## src/design/prs_pkg.sv

```systemverilog
// Package of constants and types for the power-up reset sequencer.
// Contract
// - Effective reset is active when the pin is pulled low or the device drives it.
// - Device drives reset low whenever any monitored supply is under its threshold.
// - Drive is released only with all monitored supplies good and infrastructure available.
// - Supply mode is decoded from straps 0 to 2 when infrastructure appears.
// - In 5 V single supply mode both regulators soft-start before release.
// - In 3.3 V single supply only core regulator starts; 5 V is not monitored.
// - Straps 0 to 7 are captured on the rising edge of the reset pin.
// - Boot firmware starts on the rising edge of the reset pin; no user code before it completes.
// - After firmware, user code starts with the 100 MHz default clock.
// - Full external supply: no soft start; decode goes straight to HOLD, then release, then latch on the pin edge.
package prs_pkg;

    // Supply mode encodings on straps 2:0.
    localparam logic [2:0] MODE_EXT_FULL = 3'h0;
    localparam logic [2:0] MODE_5V_SINGLE = 3'h1;
    localparam logic [2:0] MODE_3V3_SINGLE = 3'h2;
    localparam logic [2:0] MODE_EXT_5V13 = 3'h3;

    localparam int STRAP_W = 8;
    localparam int MODE_LSB = 0;
    localparam int MODE_W = 3;

    localparam logic [STRAP_W-1:0] STRAP_RST = 8'h00;

    // Default user clock.
    localparam int DEFAULT_CLK_MHZ = 100;
    localparam int CLK_MHZ = 100;
    localparam int DEFAULT_CLK_DIV = CLK_MHZ / DEFAULT_CLK_MHZ;

    // Soft start time of a regulator, in microseconds.
    localparam int SOFTSTART_US = 1000;
    localparam int SOFTSTART_CYC = SOFTSTART_US * CLK_MHZ;

    typedef enum logic [2:0] {
        ST_OFF   = 3'b000,
        ST_DECODE = 3'b001,
        ST_SOFT  = 3'b010,
        ST_HOLD  = 3'b011,
        ST_BOOT  = 3'b100,
        ST_USER  = 3'b101
    } prs_state_t;

endpackage

```

## src/design/prs_sync_if.sv

```systemverilog
// Interface carrying synchronised supply and pin levels to the sequencer core.
`timescale 1ns/100ps
interface prs_sync_if;
    logic core_ok;
    logic io_ok;
    logic ext_ok;
    logic infra_ok;
    logic pin_high;
    modport src (output core_ok, output io_ok, output ext_ok, output infra_ok, output pin_high);
    modport dst (input core_ok, input io_ok, input ext_ok, input infra_ok, input pin_high);
endinterface

```

## src/design/prs_sync.sv

```systemverilog
// Two-flop synchronisers for the asynchronous supply and pin levels.
`timescale 1ns/100ps
module prs_sync
    import prs_pkg::*;
(
    input  wire logic clk,
    input  wire logic rst,
    input  wire logic [4:0] async_in,
    prs_sync_if.src  sync
);

    logic [4:0] stage1;
    logic [4:0] stage2;

    // First stage feeds only the second stage.
    always_ff @(posedge clk or posedge rst) begin
        if (rst) begin
            stage1 <= 5'h00;
            stage2 <= 5'h00;
        end else begin
            stage1 <= async_in;
            stage2 <= stage1;
        end
    end

    assign sync.core_ok  = stage2[0];
    assign sync.io_ok    = stage2[1];
    assign sync.ext_ok   = stage2[2];
    assign sync.infra_ok = stage2[3];
    assign sync.pin_high = stage2[4];

endmodule

```

## src/design/prs_sequencer.sv

```systemverilog
// Power-up reset sequencer: supply monitoring, reset pin drive, strap capture, boot.
`timescale 1ns/100ps
module prs_sequencer
    import prs_pkg::*;
#(
    parameter int SOFTSTART_CYCLES = SOFTSTART_CYC
) (
    input  wire logic               clk,
    input  wire logic               rst,
    input  wire logic               core_supply_ok,
    input  wire logic               io_3v3_supply_ok,
    input  wire logic               main_external_supply_ok,
    input  wire logic               infra_ok,
    input  wire logic               power_on_reset_pin_in,
    output logic                    power_on_reset_pin_out,
    output logic                    power_on_reset_pin_oe,
    input  wire logic [STRAP_W-1:0] hw_config_straps,
    output logic                    core_regulator_en,
    output logic                    io_3v3_regulator_en,
    output logic [MODE_W-1:0]       supply_mode,
    output logic [STRAP_W-1:0]      straps_latched,
    output logic                    por_active,
    output logic                    firmware_run,
    input  wire logic               firmware_done,
    output logic                    user_run,
    output logic [7:0]              user_clk_mhz
);

    if (SOFTSTART_CYCLES < 1) begin : g_bad_softstart
        $error("SOFTSTART_CYCLES must be at least one");
    end

    ////////////////////////////////////////////////////////////////////////////////
    prs_sync_if sync ();

    prs_sync u_sync (
        .clk      (clk),
        .rst      (rst),
        .async_in ({power_on_reset_pin_in, infra_ok, main_external_supply_ok,
                    io_3v3_supply_ok, core_supply_ok}),
        .sync     (sync)
    );

    ////////////////////////////////////////////////////////////////////////////////
    prs_state_t         state;
    prs_state_t         next_state;
    logic [MODE_W-1:0]  mode;
    logic [MODE_W-1:0]  next_mode;
    logic [31:0]        count;
    logic [31:0]        next_count;
    logic [STRAP_W-1:0] straps;
    logic [STRAP_W-1:0] next_straps;
    logic               pin_prev;
    logic               supplies_ok;
    logic               drive_low;
    logic [STRAP_W-1:0] strap_stage1;
    logic [STRAP_W-1:0] strap_sync;

    // Straps are pins, so they pass two flops like the reset pin and stay aligned with its edge.
    always_ff @(posedge clk or posedge rst) begin
        if (rst) begin
            strap_stage1 <= STRAP_RST;
            strap_sync   <= STRAP_RST;
        end else begin
            strap_stage1 <= hw_config_straps;
            strap_sync   <= strap_stage1;
        end
    end

    // The 5 V domain is ignored in 3.3 V single supply mode. Only levels are used,
    // so the ramp order of external rails never matters.
    always_comb begin
        if (state != ST_OFF && state != ST_DECODE && mode == MODE_3V3_SINGLE) begin
            supplies_ok = sync.core_ok & sync.io_ok;
        end else begin
            supplies_ok = sync.core_ok & sync.io_ok & sync.ext_ok;
        end
    end

    always_comb begin
        next_state  = state;
        next_mode   = mode;
        next_count  = count;
        next_straps = straps;
        case (state)
            ST_OFF: begin
                if (sync.infra_ok) begin
                    next_state = ST_DECODE;
                end
            end
            ST_DECODE: begin
                next_mode  = strap_sync[MODE_LSB +: MODE_W];
                next_count = 32'h0;
                if (strap_sync[MODE_LSB +: MODE_W] == MODE_5V_SINGLE ||
                    strap_sync[MODE_LSB +: MODE_W] == MODE_3V3_SINGLE) begin
                    next_state = ST_SOFT;
                end else begin
                    next_state = ST_HOLD;
                end
            end
            ST_SOFT: begin
                if (count < SOFTSTART_CYCLES - 1) begin
                    next_count = count + 32'h1;
                end else begin
                    next_state = ST_HOLD;
                end
            end
            ST_HOLD: begin
                if (supplies_ok && sync.infra_ok && sync.pin_high && !pin_prev) begin
                    next_straps = strap_sync;
                    next_state  = ST_BOOT;
                end
            end
            ST_BOOT: begin
                if (firmware_done) begin
                    next_state = ST_USER;
                end
            end
            ST_USER: begin
                next_state = ST_USER;
            end
            default: begin
                next_state = ST_OFF;
            end
        endcase
        // Rails fed by the on-chip regulators are still low during soft start, so a bad
        // supply only restarts the sequence in BOOT or USER; before that the drive just holds.
        if (state != ST_OFF && !sync.infra_ok) begin
            next_state = ST_OFF;
        end else if ((state == ST_BOOT || state == ST_USER) && !supplies_ok) begin
            next_state = ST_OFF;
        end else if ((state == ST_BOOT || state == ST_USER) && !sync.pin_high) begin
            next_state = ST_OFF;
        end
    end

    always_ff @(posedge clk or posedge rst) begin
        if (rst) begin
            state    <= ST_OFF;
            mode     <= MODE_EXT_FULL;
            count    <= 32'h0;
            straps   <= STRAP_RST;
            pin_prev <= 1'b0;
        end else begin
            state    <= next_state;
            mode     <= next_mode;
            count    <= next_count;
            straps   <= next_straps;
            pin_prev <= sync.pin_high;
        end
    end

    ////////////////////////////////////////////////////////////////////////////////
    // Drive is released in HOLD once supplies are good so the pin can rise.
    assign drive_low = (state == ST_OFF) || (state == ST_DECODE) || (state == ST_SOFT) ||
                       !supplies_ok || !sync.infra_ok;

    assign power_on_reset_pin_out = 1'b0;
    assign power_on_reset_pin_oe  = drive_low;
    assign por_active             = drive_low || !sync.pin_high;
    assign core_regulator_en      = (state != ST_OFF) && (state != ST_DECODE) &&
                                    (mode == MODE_5V_SINGLE || mode == MODE_3V3_SINGLE);
    assign io_3v3_regulator_en    = (state != ST_OFF) && (state != ST_DECODE) &&
                                    (mode == MODE_5V_SINGLE);
    assign supply_mode            = mode;
    assign straps_latched         = straps;
    assign firmware_run           = (state == ST_BOOT);
    assign user_run               = (state == ST_USER);
    assign user_clk_mhz           = 8'(DEFAULT_CLK_MHZ);
endmodule

```

## config.mk

```make
export PLATFORM = sky130hd
export DESIGN_NAME = prs_sequencer
export DESIGN_NICKNAME = d
export VERILOG_FILES = /design/src/design/prs_pkg.sv /design/src/design/prs_sync_if.sv /design/src/design/prs_sync.sv /design/src/design/prs_sequencer.sv
export SDC_FILE = /design/constraint.sdc
export NUM_CORES = 1
export LEC_CHECK = 0
export CAP_MARGIN = 10
export CORE_MARGIN = 2
export CORE_UTILIZATION = 50
export DETAILED_ROUTE_END_ITERATION = 6
export DONT_BUFFER_PORTS = 1
export GPL_TIMING_DRIVEN = 0
export PLACE_DENSITY = 0.72
export SLEW_MARGIN = 30
export SYNTH_ARGS = -nofsm -noshare
export SYNTH_HDL_FRONTEND = slang
export SYNTH_HIERARCHICAL = 1
export SYNTH_SLANG_ARGS = --single-unit
export TNS_END_PERCENT = 20
```

## constraint.sdc

```tcl
create_clock -name clk -period 2.5 [get_ports clk]
set_input_delay 0.125 -clock clk [delete_from_list [all_inputs] [get_ports clk]]
set_output_delay 0.125 -clock clk [all_outputs]
set_load 0.03 [all_outputs]
```

==> results of run 1 <==
-- worst min-delay path, delay by kind of cell --
| kind | cells | cell delay, ns |
|---|---|---|
| AND/OR/NAND/NOR | 2 | 0.25 |
| AO/OA/AOI/OAI | 1 | 0.06 |
-- flip-flops by register name, summed over array words and instances, names as in the netlist --
signal,flops
count,32
strap_stage1,8
strap_sync,8
straps_latched,8
u_sync/stage1,5
u_sync/stage2,5
state,3
supply_mode,3
pin_prev,1
-- what timing repair did --
| action | CTS | global route |
|---|---|---|
| hold buffers | 14 | 0 |
| resized for setup | 0 | 1 |
| endpoints found under the setup margin | 0 | 3 |
| endpoints found under the hold margin | 86 | 0 |
-- cells by family after synthesis --
group,after synthesis
other cells,2
mux,9
compound gates,37
flops,73
simple gates,101
xor+xnor,4
fa+ha+maj,1
buf+inv,22
-- how the worst max path moves through the flow --
stage,slack [ns],cells after the start,startpoint,to
2_1_floorplan,0.29,6,count[0]$_DFFE_PP0P_,count[11]$_DFFE_PP0P_
3_3_place_gp,0.12,6,count[0]$_DFFE_PP0P_,count[2]$_DFFE_PP0P_
3_5_place_dp,0.12,6,count[0]$_DFFE_PP0P_,count[2]$_DFFE_PP0P_
4_1_cts,0.10,6,count[0]$_DFFE_PP0P_,count[4]$_DFFE_PP0P_
5_1_grt,0.02,6,count[0]$_DFFE_PP0P_,count[11]$_DFFE_PP0P_
6_report,0.09,6,count[0]$_DFFE_PP0P_,count[11]$_DFFE_PP0P_
-- routing by layer --
metal,track usage,vias to the layer above,part of all wire
met3,0.05090,13,0.055
li1,-,927,-
met2,0.2992,55,0.50
met4,0.09831,0,0.020
met1,0.2353,948,0.43
met5,0,-,0
-- stage by stage --
stage	cell area (um^2)	setup slack [ns]
floorplan	2912	0.2912
finish	3385	0.09208
CTS	3374	0.1014
global route	3385	0.01960
detailed placement	3024	0.1216
global placement	3002	0.1203
-- layout make-up --
type                       count  area share
buffer                        18     0.03142
clock buffer                   9     0.03660
clock inverter                 7     0.02551
inverter                       4    0.005176
multi-input combinational    161      0.2876
sequential                    73      0.5397
tap                           72     0.02662
timing repair buffer          15     0.04732
-- cells in the final DEF, fill, tap and decap left out, drive strengths merged, types with 9 or more instances in the layout --
cell type and instances:
and2 15, conb 9, nor2 13, dfrtp 73
clkbuf 16, a21oi 13, nand2 18, dlygate4sd3 14
nand3 15, o21ai 9, buf 12
-- power groups by stage --
| stage | registers, mW | logic (mW) | clock network [mW] |
|---|---|---|---|
| finish | 1.30 | 0.192 | 0.967 |
| global placement | 1.32 | 0.163 | 0 |
| global route | 1.30 | 0.215 | 1.04 |
| detailed placement | 1.32 | 0.173 | 0 |
| floorplan | 1.31 | 0.136 | 0 |
| CTS | 1.30 | 0.191 | 0.988 |
==> flow_metrics.tcl, run 1 <==
set metrics [dict create \
    setup_viol_count_final 0 \
    synth_mux_area_frac 0.03469 \
    die_w_um 79.97 \
    finClkSkew_ns 0.008021 \
    p_switching_mw 0.6797 \
    synth_compound_area_frac 0.08066 \
    slew_violations 0 \
    clk_pin_slew_ns 0.08 \
    cp.arrival_ns 2.69 \
    drt_iter0_markers 177 \
    criticalPathCategory "flip-flop to flip-flop" \
    cts.sinks 73 \
    synth_area_leaders "dfrtp_1 (63%), and2_1 (3.3%), mux2_2 (3.1%)" \
    nets 299 \
    synth_commonest_cells "dfrtp_1 (73), nand2_1 (18), and2_1 (15), nand3_1 (15)" \
    min_period_over_period 0.9632 \
    detailed_place_hpwl_um 3446 \
    viasPerCell 5.412 \
    pwr-share-clk 0.394 \
    avgRoutedWirePerCell_um 14.73 \
    crit_required_ns 2.78 \
    power.density_nw_per_um2 726.1 \
    core_area_um2 5540 \
    place.gp.congestion 0.8105 \
    port_buffers 0 \
    die_h_um 79.97 \
    synthCells 249 \
    fin_cells 359 \
    synthFlopType "dfrtp_1" \
    yosys.area_share.simple 0.1904 \
    rsz0062_at_grt "false" \
    drtAntennaViolNets 0 \
    netlist.area_leader.share 0.6331 \
    cp_top_family "compound AO/OA/AOI/OAI gates" \
    cts-root-buf "clkbuf_8" \
    drt-pass1-iter-count 5 \
    synth.most_common_cell "dfrtp_1" \
    multi_input_area_um2 973.4 \
    ioPinCount 42 \
    path_buf_inv 0 \
    clkLatencyLatePin_ns 0.35 \
    htreeDepth 3 \
    grt_pass1_wl_um 9073 \
    hold_depth 3 \
    antenna_found_initial 0 \
    sw_frac_of_total 0.2766 \
    initial_core_util 0.5208 \
    grt_max_degree 43 \
    async_reset_ff_frac 1.000 \
    power_mw 2.457 \
    numCtsBuffers 9 \
    drt_wl_total_um 5288 \
    nFillCells 429 \
    crit_path_cell_trace "ha_1, and3_4, a311o_1, a211o_1, or4_1, a21oi_1" \
    register_area_um2 1827 \
    synth-adder-area-share 0.004337 \
    worstHoldPathType "input pin to flip-flop" \
    cp-start-kind "flip-flop" \
    irDropWorstVdd_mv 0.5391 \
    ys_warn_count 6 \
    diodes 0 \
    syn_avg_cell_area_um2 11.59 \
    grt_pass1_vias 2009 \
    power.leakage_nw 1.530 \
    max_clock_freq_ghz 0.4153 \
    hold_ws_ns 0.1319 \
    fin_crit_ns 2.408 \
    synth_edf_count 0 \
    final_util 0.6109 \
    synth_top_family_by_area "simple AND/OR/NAND/NOR gates" \
    rr_startpoint "count[0]$_DFFE_PP0P_" \
    cp_max_fo 9 \
    synth_xor_area_frac 0.01214 \
    grt_usage 0.1881 \
    reg2regPathDepth 6 \
    maxCapViolCount 0 \
    cp-end-kind "flip-flop" \
    yosysTopAreaCell "dfrtp_1" \
    num_vias 1943 \
    combPwrFrac 0.078 \
    netlist_area_um2 2885 \
    grt-ovfl-total 0 \
    pwr-share-seq 0.528 \
    worst_pin_slew_ns 0.7021 \
    die-area_um2 6394 \
    num_rows 27 \
    area_growth_pct 17.30 \
    drive_above_1_share 0.1638 \
    min_from "firmware_done" \
    critPathMaxStageDelay_ns 0.53 \
    drc 0 \
    ys_ff_latch 73 \
    r2r-end "count[11]$_DFFE_PP0P_" \
    ys_seq_area_frac 0.6331 \
    p_int_mw 1.778 \
    post_synth_num_cell_types 42 \
    critPathSlowestCell "or4_1" \
    clockBufferDepth 2 \
    outcome "finished, final reports clean" \
    cts_setup_buffers 0 \
    max_slew_margin 0.5294 \
    placed_cells 329 \
    cts_tree "done" \
    r2r_slack_ns 0.09 \
    fin_tns_setup_ns 0 \
    final_hold_viol_count 0 \
    worstHoldEndpoint "state[0]$_DFFE_PP0P_" \
]
Note: power is estimated with default switching activity, not from simulation.
==> inputs of run 2 (changes only) <==
--- a/config.mk
+++ b/config.mk
@@ -5,6 +5,7 @@
 export SDC_FILE = /design/constraint.sdc
 export NUM_CORES = 1
 export LEC_CHECK = 0
+export ABC_AREA = 1
 export CAP_MARGIN = 10
 export CORE_MARGIN = 2
 export CORE_UTILIZATION = 50
==> run 2 against run 1 <==
Net effect: clock-buffer cell count is the same; cell count grew 33%; die area up 9.8%; global-route usage is 0.19 points lower; core utilization fell by 2.5 points; area after synthesis up 10%; first-iteration DRC count is 12% lower; cell area grew 8.1%; non-clock buffer count is 4 lower; total power rose by 33%; largest power group unchanged.
==> flow_metrics.tcl, run 2 <==
set metrics [dict create \
    grt.met2_usage 0.2836 \
    pwr-share-seq 0.451 \
    max_slew_margin 0.3820 \
    finClkSkew_ns 0.01133 \
    p_switching_mw 1.325 \
    drtAntennaViolNets 0 \
    worstHoldPathType "input pin to flip-flop" \
    placed_area_um2 3336 \
    clk_pin_slew_ns 0.07 \
    fin_crit_ns 2.021 \
    rsz0062_at_grt "false" \
    drive_above_1_share 0.1128 \
    largest_reg_flops 32 \
    numCtsBuffers 9 \
    setup_viol_count_final 0 \
    grtUsageMet1 0.2439 \
    postCtsHoldBufs 14 \
    synth_commonest_cells "dfrtp_1 (73), nor2_1 (64), nand2_1 (61)" \
    synthCells 361 \
    initial_core_util 0.5100 \
    sw_frac_of_total 0.4052 \
    register_area_um2 1827 \
    post_synth_num_cell_types 27 \
    combPwrFrac 0.290 \
    grt_pass1_wl_um 10180 \
    clockBufferDepth 2 \
    criticalPathCategory "flip-flop to primary output" \
    num_rows 29 \
    slew_violations 0 \
    grt_pass1_vias 2219 \
    die-area_um2 7020 \
    netlist_area_um2 3183 \
    final_hold_viol_count 0 \
    outcome "finished, final reports clean" \
    port_buffers 0 \
    drt_wl_total_um 5858 \
    fin_tns_setup_ns 0 \
    netlist.area_leader.share 0.5739 \
    yosysTopAreaCell "dfrtp_1" \
    clkLatencyLatePin_ns 0.36 \
    viasPerCell 4.922 \
    synthFlopType "dfrtp_1" \
    num_vias 2343 \
    final_common_cell "dfrtp_1" \
    syn_avg_cell_area_um2 8.817 \
    nFillCells 536 \
    cts_setup_buffers 0 \
    antenna_found_initial 0 \
    power.density_nw_per_um2 893.5 \
    drt-pass1-iter-count 4 \
    drc 0 \
    grt_max_degree 53 \
    async_reset_ff_frac 1.000 \
    final_cell_area_um2 3659 \
    power_mw 3.269 \
    regMostFlops "count" \
    maxCapViolCount 0 \
    htreeDepth 3 \
    pwr-share-clk 0.258 \
    nets 411 \
    min_period_over_period 0.8083 \
    core_area_um2 6241 \
    avgRoutedWirePerCell_um 12.31 \
    worst_pin_slew_ns 0.9173 \
    cts_tree "done" \
    irDropWorstVdd_mv 0.6451 \
    grt-ovfl-total 0 \
    ys_warn_count 6 \
    cp_max_fo 3 \
    diodes 0 \
    cts-root-buf "clkbuf_8" \
    area_growth_pct 14.94 \
    layout_setup_ws_ns 0.4793 \
    ioPinCount 42 \
    synth.most_common_cell "dfrtp_1" \
    detailed_place_hpwl_um 4164 \
    die_h_um 83.79 \
    hold_ws_ns 0.1195 \
    grtUsageMet3 0.06924 \
    multi_input_area_um2 1055 \
    place_ws_ns 0.6743 \
    power.leakage_nw 1.747 \
    die_w_um 83.79 \
    p_int_mw 1.944 \
    cp-end-kind "primary output" \
    ys_ff_latch 73 \
    cp-start-kind "flip-flop" \
    grt_usage 0.1862 \
    cp.arrival_ns 1.90 \
    crit_required_ns 2.38 \
    cts.sinks 73 \
    grt.busiest_layer "met2" \
    drt_iter0_markers 155 \
    cts_resized 0 \
    max_clock_freq_ghz 0.4949 \
    synth_edf_count 0 \
    synth_area_leaders "dfrtp_1 (57%), nor2_1 (7.5%), nand2_1 (7.2%)" \
    ys_seq_area_frac 0.5739 \
    place.gp.congestion 0.8766 \
    layout_common_cells "dfrtp_1 (73), nor2_1 (64), nand2_1 (61), inv_1 (53), o21ai_0 (29)" \
]
run 2: cell count changes in the layout (fill, tap and decap cells not counted), moves of 9 or more:
cell,delta
nor2_1,+51
a21oi_1,-9
nand2_1,+43
and2_1,-15
inv_1,+50
o21ai_0,+20
run 2: per-layer routing:
metal	wire (um)	share of wire	vias up
met5	0	0	-
met4	97	0.017	0
met3	348	0.059	11
met2	2741	0.47	67
met1	2671	0.46	1092
li1	-	-	1173
run 2: area by class of cell:
type                            instances  share of cell area
Sequential cell                        73              0.4993
Timing Repair Buffer                   15             0.04583
Buffer                                 14             0.03010
Tap cell                               77             0.02633
Inverter                               58             0.06019
Multi-Input combinational cell        223              0.2883
Clock inverter                          7             0.01607
Clock buffer                            9             0.03386
run 2: kinds of logic after synthesis:
| group | synth area share |
|---|---|
| xor+xnor | 0.01926 |
| simple gates | 0.2343 |
| fa+ha+maj | 0.003930 |
| buf+inv | 0.1030 |
| compound gates | 0.06329 |
| other cells | 0.002359 |
| flops | 0.5739 |
run 2: worst paths after layout:
path | from | end | slack (ns) | cells after the start
max in group asynchronous | rst | state[1]$_DFFE_PP0P_ | 1.84 | 3
min in group asynchronous | rst | count[1]$_DFFE_PP0P_ | 0.17 | 2
worst max register to register | supply_mode[1]$_DFFE_PP0P_ | straps_latched[1]$_DFFE_PP0P_ | 0.62 | 10
worst min-delay path | firmware_done | state[0]$_DFFE_PP0P_ | 0.12 | 4
worst min register to register | u_sync/stage1[2]$_DFF_PP0_ | u_sync/stage2[2]$_DFF_PP0_ | 0.35 | 0
worst max-delay path | supply_mode[2]$_DFFE_PP0P_ | core_regulator_en | 0.48 | 3
run 2: critical path, cell delays in order, from the launching register on:
cell	delay [ns]
dfrtp_1	0.51
inv_1	0.15
nand3_1	0.13
o21ai_0	0.76
run 2: per-stage QoR:
stage | utilization | instances
after floorplan | - | 368
after global placement | 0.5297 | 445
after detailed placement | 0.5345 | 446
after CTS | 0.5862 | 476
after global routing | 0.5862 | 476
final | 0.5862 | 476
run 2: power groups by stage:
| stage | Clock [mW] | Sequential, mW | Combinational (mW) |
|---|---|---|---|
| floorplan | 0 | 1.47 | 0.742 |
| global placement | 0 | 1.49 | 0.911 |
| detailed placement | 0 | 1.50 | 0.931 |
| CTS | 0.882 | 1.48 | 0.950 |
| global route | 0.927 | 1.49 | 1.06 |
| finish | 0.845 | 1.47 | 0.949 |
